--- config.mk ---
export PLATFORM = sky130hd
export DESIGN_NAME = six_bit_shared_io_port
export DESIGN_NICKNAME = d
export VERILOG_FILES = /design/src/shared/gpio_f_pkg.sv /design/src/hdl/six_bit_shared_io_port.sv /design/src/hdl/gpio_f_pin.sv /design/src/hdl/gpio_f_apb.sv
export VERILOG_INCLUDE_DIRS = /design/src /design/src/shared
export SDC_FILE = /design/constraint.sdc
export NUM_CORES = 1
export LEC_CHECK = 0
export BUFFER_PORTS_ARGS = -buffer_cell sky130_fd_sc_hd__buf_2
export CAP_MARGIN = 30
export CORE_UTILIZATION = 52
export DETAILED_ROUTE_END_ITERATION = 7
export GPL_ROUTABILITY_DRIVEN = 1
export GPL_TIMING_DRIVEN = 0
export PLACE_DENSITY_LB_ADDON = 0.3
export SLEW_MARGIN = 25
export SYNTH_ARGS = -nofsm -noshare
export SYNTH_HDL_FRONTEND = slang
export SYNTH_HIERARCHICAL = 1
export SYNTH_SLANG_ARGS = --single-unit
export TNS_END_PERCENT = 10
--- constraint.sdc ---
create_clock -name I_CLK_SYS -period 2.5 [get_ports I_CLK_SYS]
set_input_delay 0.25 -clock I_CLK_SYS [delete_from_list [all_inputs] [get_ports I_CLK_SYS]]
set_output_delay 0.25 -clock I_CLK_SYS [all_outputs]
set_load 0.05 [all_outputs]
--- src/shared/gpio_f_map.svh ---
// Register offsets, bit positions and reset values of the six-bit shared I/O port
`ifndef GPIO_F_MAP_SVH
`define GPIO_F_MAP_SVH

// Byte offsets on the register bus
`define GPF_OFF_PIN 8'h00
`define GPF_OFF_LATCH 8'h04
`define GPF_OFF_DIR 8'h08
`define GPF_OFF_WDT 8'h0c
`define GPF_OFF_USB 8'h10
// Analog-select registers overlay the pin and latch words while shared access is on
`define GPF_OFF_ANLO 8'h00
`define GPF_OFF_ANHI 8'h04

// Field positions
`define GPF_BIT_SHARED 4
`define GPF_BIT_XCVR_DIS 3
`define GPF_BIT_AN7 7
`define GPF_BIT_ANALOG_CHANNEL_TEN 2
`define GPF_BIT_ANALOG_CHANNEL_ELEVEN 3

// Implemented port bits
`define GPF_PORT_MASK 8'hfc

// Reset values
`define GPF_RST_DIR 6'h3f
`define GPF_RST_LATCH 6'h00
`define GPF_RST_ANALOG 8'h00
`define GPF_RST_CTRL 1'b0
`define GPF_RST_SS 1'b1

`endif

--- src/shared/gpio_f_pkg.sv ---
// Types shared by the six-bit shared I/O port modules
package gpio_f_pkg;

  // Register selected by a bus access
  typedef enum logic [2:0] {
    SEL_NONE,
    SEL_PIN,
    SEL_LATCH,
    SEL_DIR,
    SEL_ANLO,
    SEL_ANHI,
    SEL_WDT,
    SEL_USB
  } reg_sel_e;

  // Drive and sense control of one pad
  typedef struct packed {
    logic oe;
    logic out;
    logic in_en;
  } pin_ctrl_s;

  // One register access decoded from the bus
  typedef struct packed {
    logic wr;
    logic setup;
    logic [7:0] addr;
    logic [7:0] wdata;
  } reg_access_s;

endpackage

--- src/hdl/six_bit_shared_io_port.sv ---
// Six-bit shared general-purpose I/O port on bits 7:2 with APB registers
//
// What this block does
// RQ1: Six bidirectional pins on bits 7 to 2
// RQ2: Bits 1 and 0 read as zero
// RQ3: Reset makes pins two, five, six analog
// RQ4: Direction 0 drives latch, 1 is input
// RQ5: Pins three, four input only, transceiver disabled
// RQ6: USB owns pins three, four direction
// RQ7: Select bit set makes pin digital
// RQ8: Analog pin reads zero digitally
// RQ9: Analog selection never blocks digital output
// RQ10: Placement bit 0 on the 80-pin package routes parallel data here
// RQ11: Parallel data 0,1,2 on pins 7,6,5
// RQ12: Reference output disables pin five entirely; the parallel data input still captures pin five
// RQ13: Analog selects visible only with shared bit
// RQ14: Pin two resets to analog channel seven
// RQ15: Pin seven input feeds serial slave select
// RQ16: Parallel address bit 5 drives pin two
// RQ17: Pin-level write updates latch; latch reads latch
// RQ18: Reset makes pins two, five, six and seven inputs; three and four follow the transceiver
`timescale 1ns/1ps
`include "gpio_f_map.svh"
module six_bit_shared_io_port (
  input wire logic I_CLK_SYS,
  input wire logic I_RST,
  input wire logic I_PSEL,
  input wire logic I_PENABLE,
  input wire logic I_PWRITE,
  input wire logic [7:0] I_PADDR,
  input wire logic [31:0] I_PWDATA,
  output logic [31:0] O_PRDATA,
  output logic O_PREADY,
  output logic O_PSLVERR,
  input wire logic [7:2] I_PAD_IN,
  output logic [7:2] O_PAD_OUT,
  output logic [7:2] O_PAD_OE,
  input wire logic I_PKG_80PIN,
  input wire logic I_PMP_PLACEMENT,
  input wire logic I_PMP_DATA_EN,
  input wire logic I_PMP_DATA_OE,
  input wire logic [2:0] I_PMP_DATA_OUT,
  output logic [2:0] O_PMP_DATA_IN,
  input wire logic I_PMP_ADDR5_EN,
  input wire logic I_PMP_ADDR5,
  input wire logic I_USB_OE,
  input wire logic [1:0] I_USB_OUT,
  output logic [1:0] O_USB_IN,
  input wire logic I_COMPARATOR_REFERENCE_OUT_EN,
  input wire logic I_CMP1_OUT_EN,
  input wire logic I_CMP1_OUT,
  output logic O_SERIAL_SLAVE_SELECT,
  output logic O_TRANSCEIVER_DISABLE
);

  gpio_f_pkg::reg_access_s acc; // Decoded bus access
  gpio_f_pkg::reg_sel_e sel; // Register addressed
  gpio_f_pkg::pin_ctrl_s ctrl [7:2]; // Per-pad control
  logic [7:2] latch_ff; // Output latch
  logic [7:2] dir_ff; // Direction, 1 = input
  logic [7:0] an_lo_ff; // Analog select, low channels
  logic [7:0] an_hi_ff; // Analog select, high channels
  logic shared_ff; // Shared-register access bit
  logic xcvr_dis_ff; // Transceiver disable bit
  logic [7:2] pin_lvl; // Registered gated pad levels
  logic [7:2] analog; // Pad in analog mode
  logic [7:0] rdata; // Read mux
  logic hit; // Address mapped
  logic pmp_alt; // Parallel data routed here
  logic usb_own; // Transceiver owns pins three and four
  logic ss_ff; // Slave select to serial port
  logic [2:0] pmp_in_ff; // Parallel data input capture
  logic [1:0] usb_in_ff; // Transceiver line capture

  // Address decode; the analog overlay wins while shared access is on
  function automatic gpio_f_pkg::reg_sel_e decode_sel(input logic [7:0] addr,
                                                      input logic shared);
    if (shared && addr == `GPF_OFF_ANLO) begin
      decode_sel = gpio_f_pkg::SEL_ANLO; // see RQ13
    end else if (shared && addr == `GPF_OFF_ANHI) begin
      decode_sel = gpio_f_pkg::SEL_ANHI; // see RQ13
    end else if (addr == `GPF_OFF_PIN) begin
      decode_sel = gpio_f_pkg::SEL_PIN;
    end else if (addr == `GPF_OFF_LATCH) begin
      decode_sel = gpio_f_pkg::SEL_LATCH;
    end else if (addr == `GPF_OFF_DIR) begin
      decode_sel = gpio_f_pkg::SEL_DIR;
    end else if (addr == `GPF_OFF_WDT) begin
      decode_sel = gpio_f_pkg::SEL_WDT;
    end else if (addr == `GPF_OFF_USB) begin
      decode_sel = gpio_f_pkg::SEL_USB;
    end else begin
      decode_sel = gpio_f_pkg::SEL_NONE;
    end
  endfunction

  // Bus front end
  gpio_f_apb u_apb (
    .i_clk(I_CLK_SYS),
    .i_rst(I_RST),
    .i_psel(I_PSEL),
    .i_penable(I_PENABLE),
    .i_pwrite(I_PWRITE),
    .i_paddr(I_PADDR),
    .i_pwdata(I_PWDATA),
    .i_rdata(rdata),
    .i_hit(hit),
    .o_acc(acc),
    .o_prdata(O_PRDATA),
    .o_pready(O_PREADY),
    .o_pslverr(O_PSLVERR)
  );

  assign sel = decode_sel(acc.addr, shared_ff);
  assign hit = (sel != gpio_f_pkg::SEL_NONE);

  // Read mux; unimplemented bits return zero
  always_comb begin
    case (sel)
      gpio_f_pkg::SEL_PIN: rdata = {pin_lvl, 2'b00}; // see RQ2
      gpio_f_pkg::SEL_LATCH: rdata = {latch_ff, 2'b00}; // see RQ17
      gpio_f_pkg::SEL_DIR: rdata = {dir_ff, 2'b00}; // see RQ2
      gpio_f_pkg::SEL_ANLO: rdata = an_lo_ff;
      gpio_f_pkg::SEL_ANHI: rdata = an_hi_ff;
      gpio_f_pkg::SEL_WDT: rdata = {3'b000, shared_ff, 4'h0};
      gpio_f_pkg::SEL_USB: rdata = {4'h0, xcvr_dis_ff, 3'b000};
      default: rdata = 8'h00;
    endcase
  end

  // Output latch; the pin-level address writes it too
  always_ff @(posedge I_CLK_SYS or posedge I_RST) begin
    if (I_RST) begin
      latch_ff <= `GPF_RST_LATCH;
    end else if (acc.wr && (sel == gpio_f_pkg::SEL_PIN || sel == gpio_f_pkg::SEL_LATCH)) begin
      latch_ff <= acc.wdata[7:2]; // see RQ17
    end
  end

  // Direction register, all inputs from reset
  always_ff @(posedge I_CLK_SYS or posedge I_RST) begin
    if (I_RST) begin
      dir_ff <= `GPF_RST_DIR; // see RQ18
    end else if (acc.wr && sel == gpio_f_pkg::SEL_DIR) begin
      dir_ff <= acc.wdata[7:2]; // see RQ4
    end
  end

  // Analog-select registers; cleared bits mean analog
  always_ff @(posedge I_CLK_SYS or posedge I_RST) begin
    if (I_RST) begin
      an_lo_ff <= `GPF_RST_ANALOG; // see RQ3
      an_hi_ff <= `GPF_RST_ANALOG; // see RQ14
    end else if (acc.wr && sel == gpio_f_pkg::SEL_ANLO) begin
      an_lo_ff <= acc.wdata; // see RQ7
    end else if (acc.wr && sel == gpio_f_pkg::SEL_ANHI) begin
      an_hi_ff <= acc.wdata; // see RQ7
    end
  end

  // Shared-register access bit of the watchdog control word
  always_ff @(posedge I_CLK_SYS or posedge I_RST) begin
    if (I_RST) begin
      shared_ff <= `GPF_RST_CTRL;
    end else if (acc.wr && sel == gpio_f_pkg::SEL_WDT) begin
      shared_ff <= acc.wdata[`GPF_BIT_SHARED]; // see RQ13
    end
  end

  // Transceiver disable bit of the USB configuration word
  always_ff @(posedge I_CLK_SYS or posedge I_RST) begin
    if (I_RST) begin
      xcvr_dis_ff <= `GPF_RST_CTRL;
    end else if (acc.wr && sel == gpio_f_pkg::SEL_USB) begin
      xcvr_dis_ff <= acc.wdata[`GPF_BIT_XCVR_DIS];
    end
  end

  assign O_TRANSCEIVER_DISABLE = xcvr_dis_ff;
  assign usb_own = ~xcvr_dis_ff;
  // Parallel data lands here only on the large package with placement 0
  assign pmp_alt = I_PKG_80PIN & ~I_PMP_PLACEMENT & I_PMP_DATA_EN; // see RQ10

  // Analog mode per pad; pins without a channel are always digital
  always_comb begin
    analog = 6'h00;
    analog[2] = ~an_lo_ff[`GPF_BIT_AN7]; // see RQ14
    analog[5] = ~an_hi_ff[`GPF_BIT_ANALOG_CHANNEL_TEN]; // see RQ3
    analog[6] = ~an_hi_ff[`GPF_BIT_ANALOG_CHANNEL_ELEVEN]; // see RQ3
  end

  // Pad ownership, lowest priority first
  always_comb begin
    for (int n = 2; n <= 7; n++) begin
      ctrl[n].oe = ~dir_ff[n]; // see RQ4
      ctrl[n].out = latch_ff[n]; // see RQ9
      ctrl[n].in_en = ~analog[n]; // see RQ8
    end
    // Parallel address bit overrides the direction bit
    if (I_PMP_ADDR5_EN) begin
      ctrl[2].oe = 1'b1; // see RQ16
      ctrl[2].out = I_PMP_ADDR5;
    end
    // Pins three and four never drive as port pins
    for (int k = 0; k < 2; k++) begin
      if (usb_own) begin
        ctrl[3 + k].oe = I_USB_OE; // see RQ6
        ctrl[3 + k].out = I_USB_OUT[k];
        ctrl[3 + k].in_en = 1'b0; // see RQ5
      end else begin
        ctrl[3 + k].oe = 1'b0; // see RQ5
        ctrl[3 + k].out = 1'b0;
        ctrl[3 + k].in_en = 1'b1;
      end
    end
    // Comparator output on pin seven
    if (I_CMP1_OUT_EN) begin
      ctrl[7].oe = 1'b1;
      ctrl[7].out = I_CMP1_OUT;
    end
    // Parallel data bits 0..2 on pins 7..5
    if (pmp_alt) begin
      for (int d = 0; d < 3; d++) begin
        ctrl[7 - d].oe = I_PMP_DATA_OE; // see RQ11
        ctrl[7 - d].out = I_PMP_DATA_OUT[d];
      end
    end
    // Reference output takes pin five's drive and port input away; the parallel data capture still reads it
    if (I_COMPARATOR_REFERENCE_OUT_EN) begin
      ctrl[5].oe = 1'b0; // see RQ12
      ctrl[5].out = 1'b0;
      ctrl[5].in_en = 1'b0; // see RQ12
    end
  end

  // Six pad cells
  for (genvar g = 2; g <= 7; g++) begin : g_pin
    gpio_f_pin u_pin (
      .i_clk(I_CLK_SYS),
      .i_rst(I_RST),
      .i_ctrl(ctrl[g]),
      .i_pad_in(I_PAD_IN[g]),
      .o_pad_out(O_PAD_OUT[g]),
      .o_pad_oe(O_PAD_OE[g]),
      .o_din(pin_lvl[g]) // see RQ1
    );
  end

  // Slave select follows pin seven only while it is an input
  always_ff @(posedge I_CLK_SYS or posedge I_RST) begin
    if (I_RST) begin
      ss_ff <= `GPF_RST_SS;
    end else begin
      ss_ff <= dir_ff[7] ? I_PAD_IN[7] : 1'b1; // see RQ15
    end
  end

  assign O_SERIAL_SLAVE_SELECT = ss_ff;

  // Peripheral-side captures of the raw pad levels
  always_ff @(posedge I_CLK_SYS or posedge I_RST) begin
    if (I_RST) begin
      pmp_in_ff <= 3'h0;
      usb_in_ff <= 2'h0;
    end else begin
      pmp_in_ff <= pmp_alt ? {I_PAD_IN[5], I_PAD_IN[6], I_PAD_IN[7]} : 3'h0; // see RQ11
      usb_in_ff <= I_PAD_IN[4:3];
    end
  end

  assign O_PMP_DATA_IN = pmp_in_ff;
  assign O_USB_IN = usb_in_ff;
endmodule

--- src/hdl/gpio_f_pin.sv ---
// One pad cell: output drive and gated, registered digital input
`timescale 1ns/1ps
module gpio_f_pin (
  input wire logic i_clk,
  input wire logic i_rst,
  input wire gpio_f_pkg::pin_ctrl_s i_ctrl,
  input wire logic i_pad_in,
  output logic o_pad_out,
  output logic o_pad_oe,
  output logic o_din
);

  // Drive straight from the control word
  assign o_pad_out = i_ctrl.out;
  assign o_pad_oe = i_ctrl.oe;

  // Disabled input buffer reads as zero
  always_ff @(posedge i_clk or posedge i_rst) begin
    if (i_rst) begin
      o_din <= 1'b0;
    end else begin
      o_din <= i_ctrl.in_en & i_pad_in;
    end
  end

endmodule

--- src/hdl/gpio_f_apb.sv ---
// APB slave front end: zero-wait answer, registered read data
`timescale 1ns/1ps
module gpio_f_apb (
  input wire logic i_clk,
  input wire logic i_rst,
  input wire logic i_psel,
  input wire logic i_penable,
  input wire logic i_pwrite,
  input wire logic [7:0] i_paddr,
  input wire logic [31:0] i_pwdata,
  input wire logic [7:0] i_rdata,
  input wire logic i_hit,
  output gpio_f_pkg::reg_access_s o_acc,
  output logic [31:0] o_prdata,
  output logic o_pready,
  output logic o_pslverr
);

  // Access decode; a write lands on the access edge only
  always_comb begin
    o_acc.addr = i_paddr;
    o_acc.wdata = i_pwdata[7:0];
    o_acc.setup = i_psel & ~i_penable;
    o_acc.wr = i_psel & i_penable & i_pwrite & i_hit;
  end

  // Never waits
  assign o_pready = 1'b1;
  // Unmapped address errors in the access phase
  assign o_pslverr = i_psel & i_penable & ~i_hit;

  // Read word captured in the setup cycle, held through access
  always_ff @(posedge i_clk or posedge i_rst) begin
    if (i_rst) begin
      o_prdata <= 32'h0000_0000;
    end else if (o_acc.setup) begin
      o_prdata <= (i_hit && !i_pwrite) ? {24'h00_0000, i_rdata} : 32'h0000_0000;
    end
  end

endmodule

==> results of run 1 <==
-- cells in the final DEF (no fill, tap or decap), types with 6 or more instances in the layout --
cell,instances
mux2i_1,10
buf_2,55
clkbuf_8,6
clkbuf_1,6
inv_1,11
nor2_1,14
dfrtp_1,43
o21ai_0,7
a22o_1,9
conb_1,26
mux2_2,31
buf_4,54
dfstp_2,7
nand2_1,12
and2_1,9
-- repair_timing --
action,4_1_cts,5_1_grt
hold buffers,1,0
endpoints found under the setup margin,8,0
buffers inserted,1,0
endpoints found under the hold margin,14,0
-- flip-flops by register name, indices dropped and copies added (netlist names) --
| name | cells |
|---|---|
| O_PMP_DATA_IN | 3 |
| shared_ff | 1 |
| g_pin.u_pin/o_din | 6 |
| an_hi_ff | 8 |
| latch_ff | 6 |
| dir_ff | 6 |
| O_USB_IN | 2 |
| u_apb/o_prdata | 8 |
| an_lo_ff | 8 |
| O_TRANSCEIVER_DISABLE | 1 |
| O_SERIAL_SLAVE_SELECT | 1 |
-- area by class of cell --
class / instances / area, um2 / share of cell area
sequential: 50 / 1260 / 0.377
timing repair buffer: 55 / 283 / 0.0846
buffer: 61 / 438 / 0.131
inverter: 12 / 45.0 / 0.0135
clock buffer: 7 / 86.3 / 0.0258
clock inverter: 1 / 5.00 / 0.00150
tap: 70 / 87.6 / 0.0262
multi-input combinational: 157 / 1140 / 0.340
-- how the worst min path moves through the flow --
stage                            from                              to  slack, ns
after global routing      I_PAD_IN[4]           O_USB_IN[1]$_DFF_PP0_       0.04
after detailed placement        I_RST  g_pin[4].u_pin/o_din$_DFF_PP0_       0.21
after floorplan                 I_RST  g_pin[2].u_pin/o_din$_DFF_PP0_      -0.02
after CTS                 I_PAD_IN[4]           O_USB_IN[1]$_DFF_PP0_       0.05
after global placement          I_RST  g_pin[6].u_pin/o_din$_DFF_PP0_       0.20
final                     I_PAD_IN[4]           O_USB_IN[1]$_DFF_PP0_       0.06
-- routing by layer --
metal	up-vias	part of all wire	global-route usage
li1	959	-	-
met1	926	0.42	0.269
met2	70	0.50	0.328
met3	5	0.072	0.0455
met4	0	0.010	0.0556
met5	-	0	0
-- worst register-to-register path, cell delays in order (launching register included) --
cell	delay (ns)
dfrtp_1	0.33
clkbuf_1	0.28
nand2b_1	0.18
nor2_1	0.33
nand2_1	0.35
mux2_2	0.38
-- per-stage QoR --
stage | cells | utilization
global placement | 403 | 0.629
floorplan | 280 | -
finish | 413 | 0.650
global route | 413 | 0.650
CTS | 413 | 0.650
detailed placement | 403 | 0.629
-- power by group --
part / switching (mW) / total, mW / leakage [nW] / internal, mW
Clock: 0.256 / 0.479 / 0.0482 / 0.224
Combinational: 0.195 / 0.289 / 1.08 / 0.0938
Sequential: 0.000930 / 0.813 / 0.667 / 0.812
Total: 0.452 / 1.58 / 1.80 / 1.13
==> reports/metrics.csv, run 1 <==
metric;value;unit
status;complete, no violations;
rows;26;
final_layout_size_suffix_gt1_frac;0.481;
crit_path_end_kind;register;
fmax;428;MHz
viasPerCell;4.75;
path_max_fanout;8;
crit_path_end;an_hi_ff[5]$_DFFE_PP0P_;
crit_arrival;2.53;ns
wl;5250;um
drc;0;
antenna_found_initial;0;
whs_path_depth;1;
path_buf_inv;1;
finalWorstSetupSlack;0.162;ns
worstSetupPathType;input port to register;
grt_pass1_wl;8140;um
grt_max_degree;37;
routabilityCongestion;0.818;
cts_num_sinks;50;
report.power.total;1.58;mW
vias;1960;
wire_per_inst;12.7;um
nFillCells;434;
slowest_delay;0.39;ns
place_area;3230;um2
skew;0.00529;ns
drv_cap;0;
cp_top_family;simple AND/OR/NAND/NOR gates;
drtPass1Iterations;4;
setup_violations;0;
pwr_density_cell;473;nW/um2
fin_tns_setup;0;ns
overflow;0;
clkTransAtPathRegs;0.09;ns
power.leakage;1.80;nW
relSlewSlack;0.499;
cp_slowest_cell;or3_4;
worstPathRequired;2.69;ns
worstSkewPairLatency;0.30;ns
synth_area;2790;um2
die_width;75.2;um
drtIter0Drc;151;
ir_worst_vdd;0.000439;V
io_pins;119;
cts_root_buf;clkbuf_8;
ys_warn_count;6;
io_buffers;53;
min_path_type;input port to register;
area_growth;19.9;%
ant_nets;0;
startpoint;I_PADDR[1];
core;5140;um2
initial_core_util;0.542;
clockBufferDepth;2;
post_cts_resized;0;
path_depth;10;
worstMarginPinSlew;0.750;ns
syn_area_per_cell;10.8;um2
worstSetupStartpointType;input port;
cts_tree;done;
grt_usage;0.200;
rr_endpoint;an_hi_ff[5]$_DFFE_PP0P_;
dpl.hpwl;4040;um
final_area;3340;um2
reg2reg_depth;5;
pre_cts_ws;-0.350;ns
netlist_instances;257;
hold_viol_final;0;
chipHeight;75.2;um
grt_pass1_vias;1729;
crit_chain;buf_4 > or3_4 > or3_4 > a21oi_2 > nand2_1 > nor2_1 > nand2b_1 > nor4_4 > nand2_1 > mux2_2;
num_antenna_cells;0;
nNetsFinal;408;
drv_slew;0;
whs;0.0607;ns
rsz0062_at_grt;false;
numCtsBuffers;5;
die_area;5660;um2
period_share;0.935;
cts_htree_levels;2;
rrSetupSlack;0.55;ns
period_needed;2.34;ns
worstReg2RegStart;shared_ff$_DFFE_PP0P_;
Note: power is estimated with default switching activity, not from simulation.
==> run 2: changes to the inputs <==
- ABC_AREA: not set -> 1
- CORE_UTILIZATION: 52 -> 53
==> run 2 against run 1 <==
  * Clock-buffer cell count unchanged
  * Synthesized cell count up 54%
  * Via count up 33%
  * First-iteration DRC count up 3.3%
  * Sequential share of layout area down 3.6 points
  * Non-clock buffer count down 1
  * Global-route usage up 1.5 points
  * Critical path depth up 5
  * Sequential cell count unchanged
  * Setup slack better by 0.012 ns
  * Critical path type unchanged
  * Largest power group unchanged
  * Highest routed layer unchanged
==> reports/metrics.csv, run 2 <==
metric;value;unit
numCtsBuffers;5;
whs;0.0660;ns
switchingPower;0.484;mW
power.leakage;2.12;nW
ir_worst_vdd;0.000325;V
status;complete, no violations;
nFillCells;507;
drc;0;
drv_cap;0;
netlist_instances;395;
seqPwrFrac;0.496;
io_pins;119;
overflow;0;
p_int;1.17;mW
routabilityCongestion;0.888;
period_needed;2.33;ns
grt_pass1_vias;2316;
wire_per_inst;11.6;um
ant_nets;0;
setup_violations;0;
fmax;430;MHz
clockPowerShare;0.314;
die_width;78.7;um
relSlewSlack;0.506;
grt_max_degree;37;
crit_path_end_kind;register;
skew;0.00785;ns
nNetsFinal;545;
num_antenna_cells;0;
reg.largest.list;an_hi_ff x8, an_lo_ff x8, u_apb/o_prdata x8;
cts_htree_levels;2;
rows;27;
worstSetupPathType;input port to register;
io_buffers;53;
pwr_density_cell;446;nW/um2
worstMarginPinSlew;0.741;ns
wl;6390;um
area_growth;18.6;%
clockBufferDepth;2;
worstSkewPairLatency;0.30;ns
hold_viol_final;0;
ys_warn_count;6;
final_layout_size_suffix_gt1_frac;0.342;
initial_core_util;0.559;
grt_usage;0.215;
vias;2614;
sw_frac_of_total;0.293;
period_share;0.930;
drtPass1Iterations;5;
final_common_cell;nand2_1;
fin_util;0.663;
chipHeight;78.7;um
grt_pass1_wl;10300;um
final_cell_mix;nand2_1, buf_4, buf_2;
path_max_fanout;10;
worstPathRequired;2.72;ns
min_path_type;input port to register;
cts_root_buf;clkbuf_8;
synth_area;3120;um2
dpl.hpwl;5110;um
die_area;6190;um2
drv_slew;0;
core;5570;um2
syn_area_per_cell;7.89;um2
viasPerCell;4.74;
cts_post_setup_buffers_inserted;0;
stdcell_count;552;
cts_num_sinks;50;
dp.cells;543;
cts_tree;done;
combPwrFrac;0.190;
clkTransAtPathRegs;0.09;ns
antenna_found_initial;0;
worstSetupStartpointType;input port;
crit_arrival;2.54;ns
rsz0062_at_grt;true;
drtIter0Drc;156;
==> run 2: final cells by class <==
cell class / count / area (um2) / area share
Buffer: 61 / 457 / 0.124
Timing Repair Buffer: 54 / 275 / 0.0745
Clock inverter: 1 / 8.76 / 0.00237
Clock buffer: 7 / 96.3 / 0.0261
Sequential cell: 50 / 1260 / 0.341
Inverter: 58 / 223 / 0.0602
Tap cell: 72 / 90.1 / 0.0244
Multi-Input combinational cell: 249 / 1290 / 0.348
==> run 2: metal layers <==
| metal | GRT usage | up-vias | part of all wire |
|---|---|---|---|
| met4 | 0.0500 | 0 | 0.0045 |
| li1 | - | 1341 | - |
| met1 | 0.286 | 1190 | 0.44 |
| met3 | 0.0407 | 5 | 0.060 |
| met2 | 0.362 | 78 | 0.49 |
| met5 | 0 | - | 0 |
==> run 2: worst max-delay path: stages <==
cell and delay, ns:
buf_4 0.12, nor2_2 0.15, nand2_4 0.14, nor2_8 0.22, nand2_4 0.12, nand2_2 0.11, nor2_4 0.05, buf_4 0.16
nand3_1 0.08, buf_4 0.16, nand2_1 0.08, nor2_2 0.17, nand3_1 0.27, buf_2 0.27, o21ai_0 0.18
==> run 2: power groups by stage <==
| stage | Clock [mW] | Sequential, mW | Combinational, mW |
|---|---|---|---|
| 6_report | 0.517 | 0.818 | 0.314 |
| 3_5_place_dp | 0 | 0.833 | 0.312 |
| 2_1_floorplan | 0 | 0.847 | 0.246 |
| 3_3_place_gp | 0 | 0.833 | 0.307 |
| 5_1_grt | 0.548 | 0.818 | 0.337 |
| 4_1_cts | 0.524 | 0.818 | 0.314 |
==> run 2: stage by stage <==
step	TNS, ns	worst slack [ns]	instance area, um2	power, mW
2_1_floorplan	0	0.120	3200	1.09
3_3_place_gp	-4.57	-0.310	3560	1.14
3_5_place_dp	-6.22	-0.367	3560	1.14
4_1_cts	0	0.0220	3680	1.66
5_1_grt	-0.205	-0.0400	3700	1.70
6_report	0	0.174	3700	1.65
==> run 2: repair_timing <==
item                                    CTS  global route
hold endpoints to repair                 14             0
gates resized for setup                   1             6
endpoints found under the setup margin    4            22
cloned                                    0             0
hold buffers                              1             0
==> run 2: path summary, 6_finish.rpt <==
path	start	to	slack (ns)	cells past startpoint
worst min register to register	u_apb/o_prdata[7]$_DFFE_PP0P_	u_apb/o_prdata[7]$_DFFE_PP0P_	0.48	2
min in group asynchronous	I_RST	g_pin[2].u_pin/o_din$_DFF_PP0_	0.41	3
worst max-delay path	I_PADDR[5]	an_lo_ff[2]$_DFFE_PP0P_	0.17	15
worst min-delay path	I_PAD_IN[4]	O_USB_IN[1]$_DFF_PP0_	0.07	1
max in group asynchronous	I_RST	latch_ff[2]$_DFFE_PP0P_	1.32	3
worst max register to register	shared_ff$_DFFE_PP0P_	an_lo_ff[2]$_DFFE_PP0P_	0.24	12
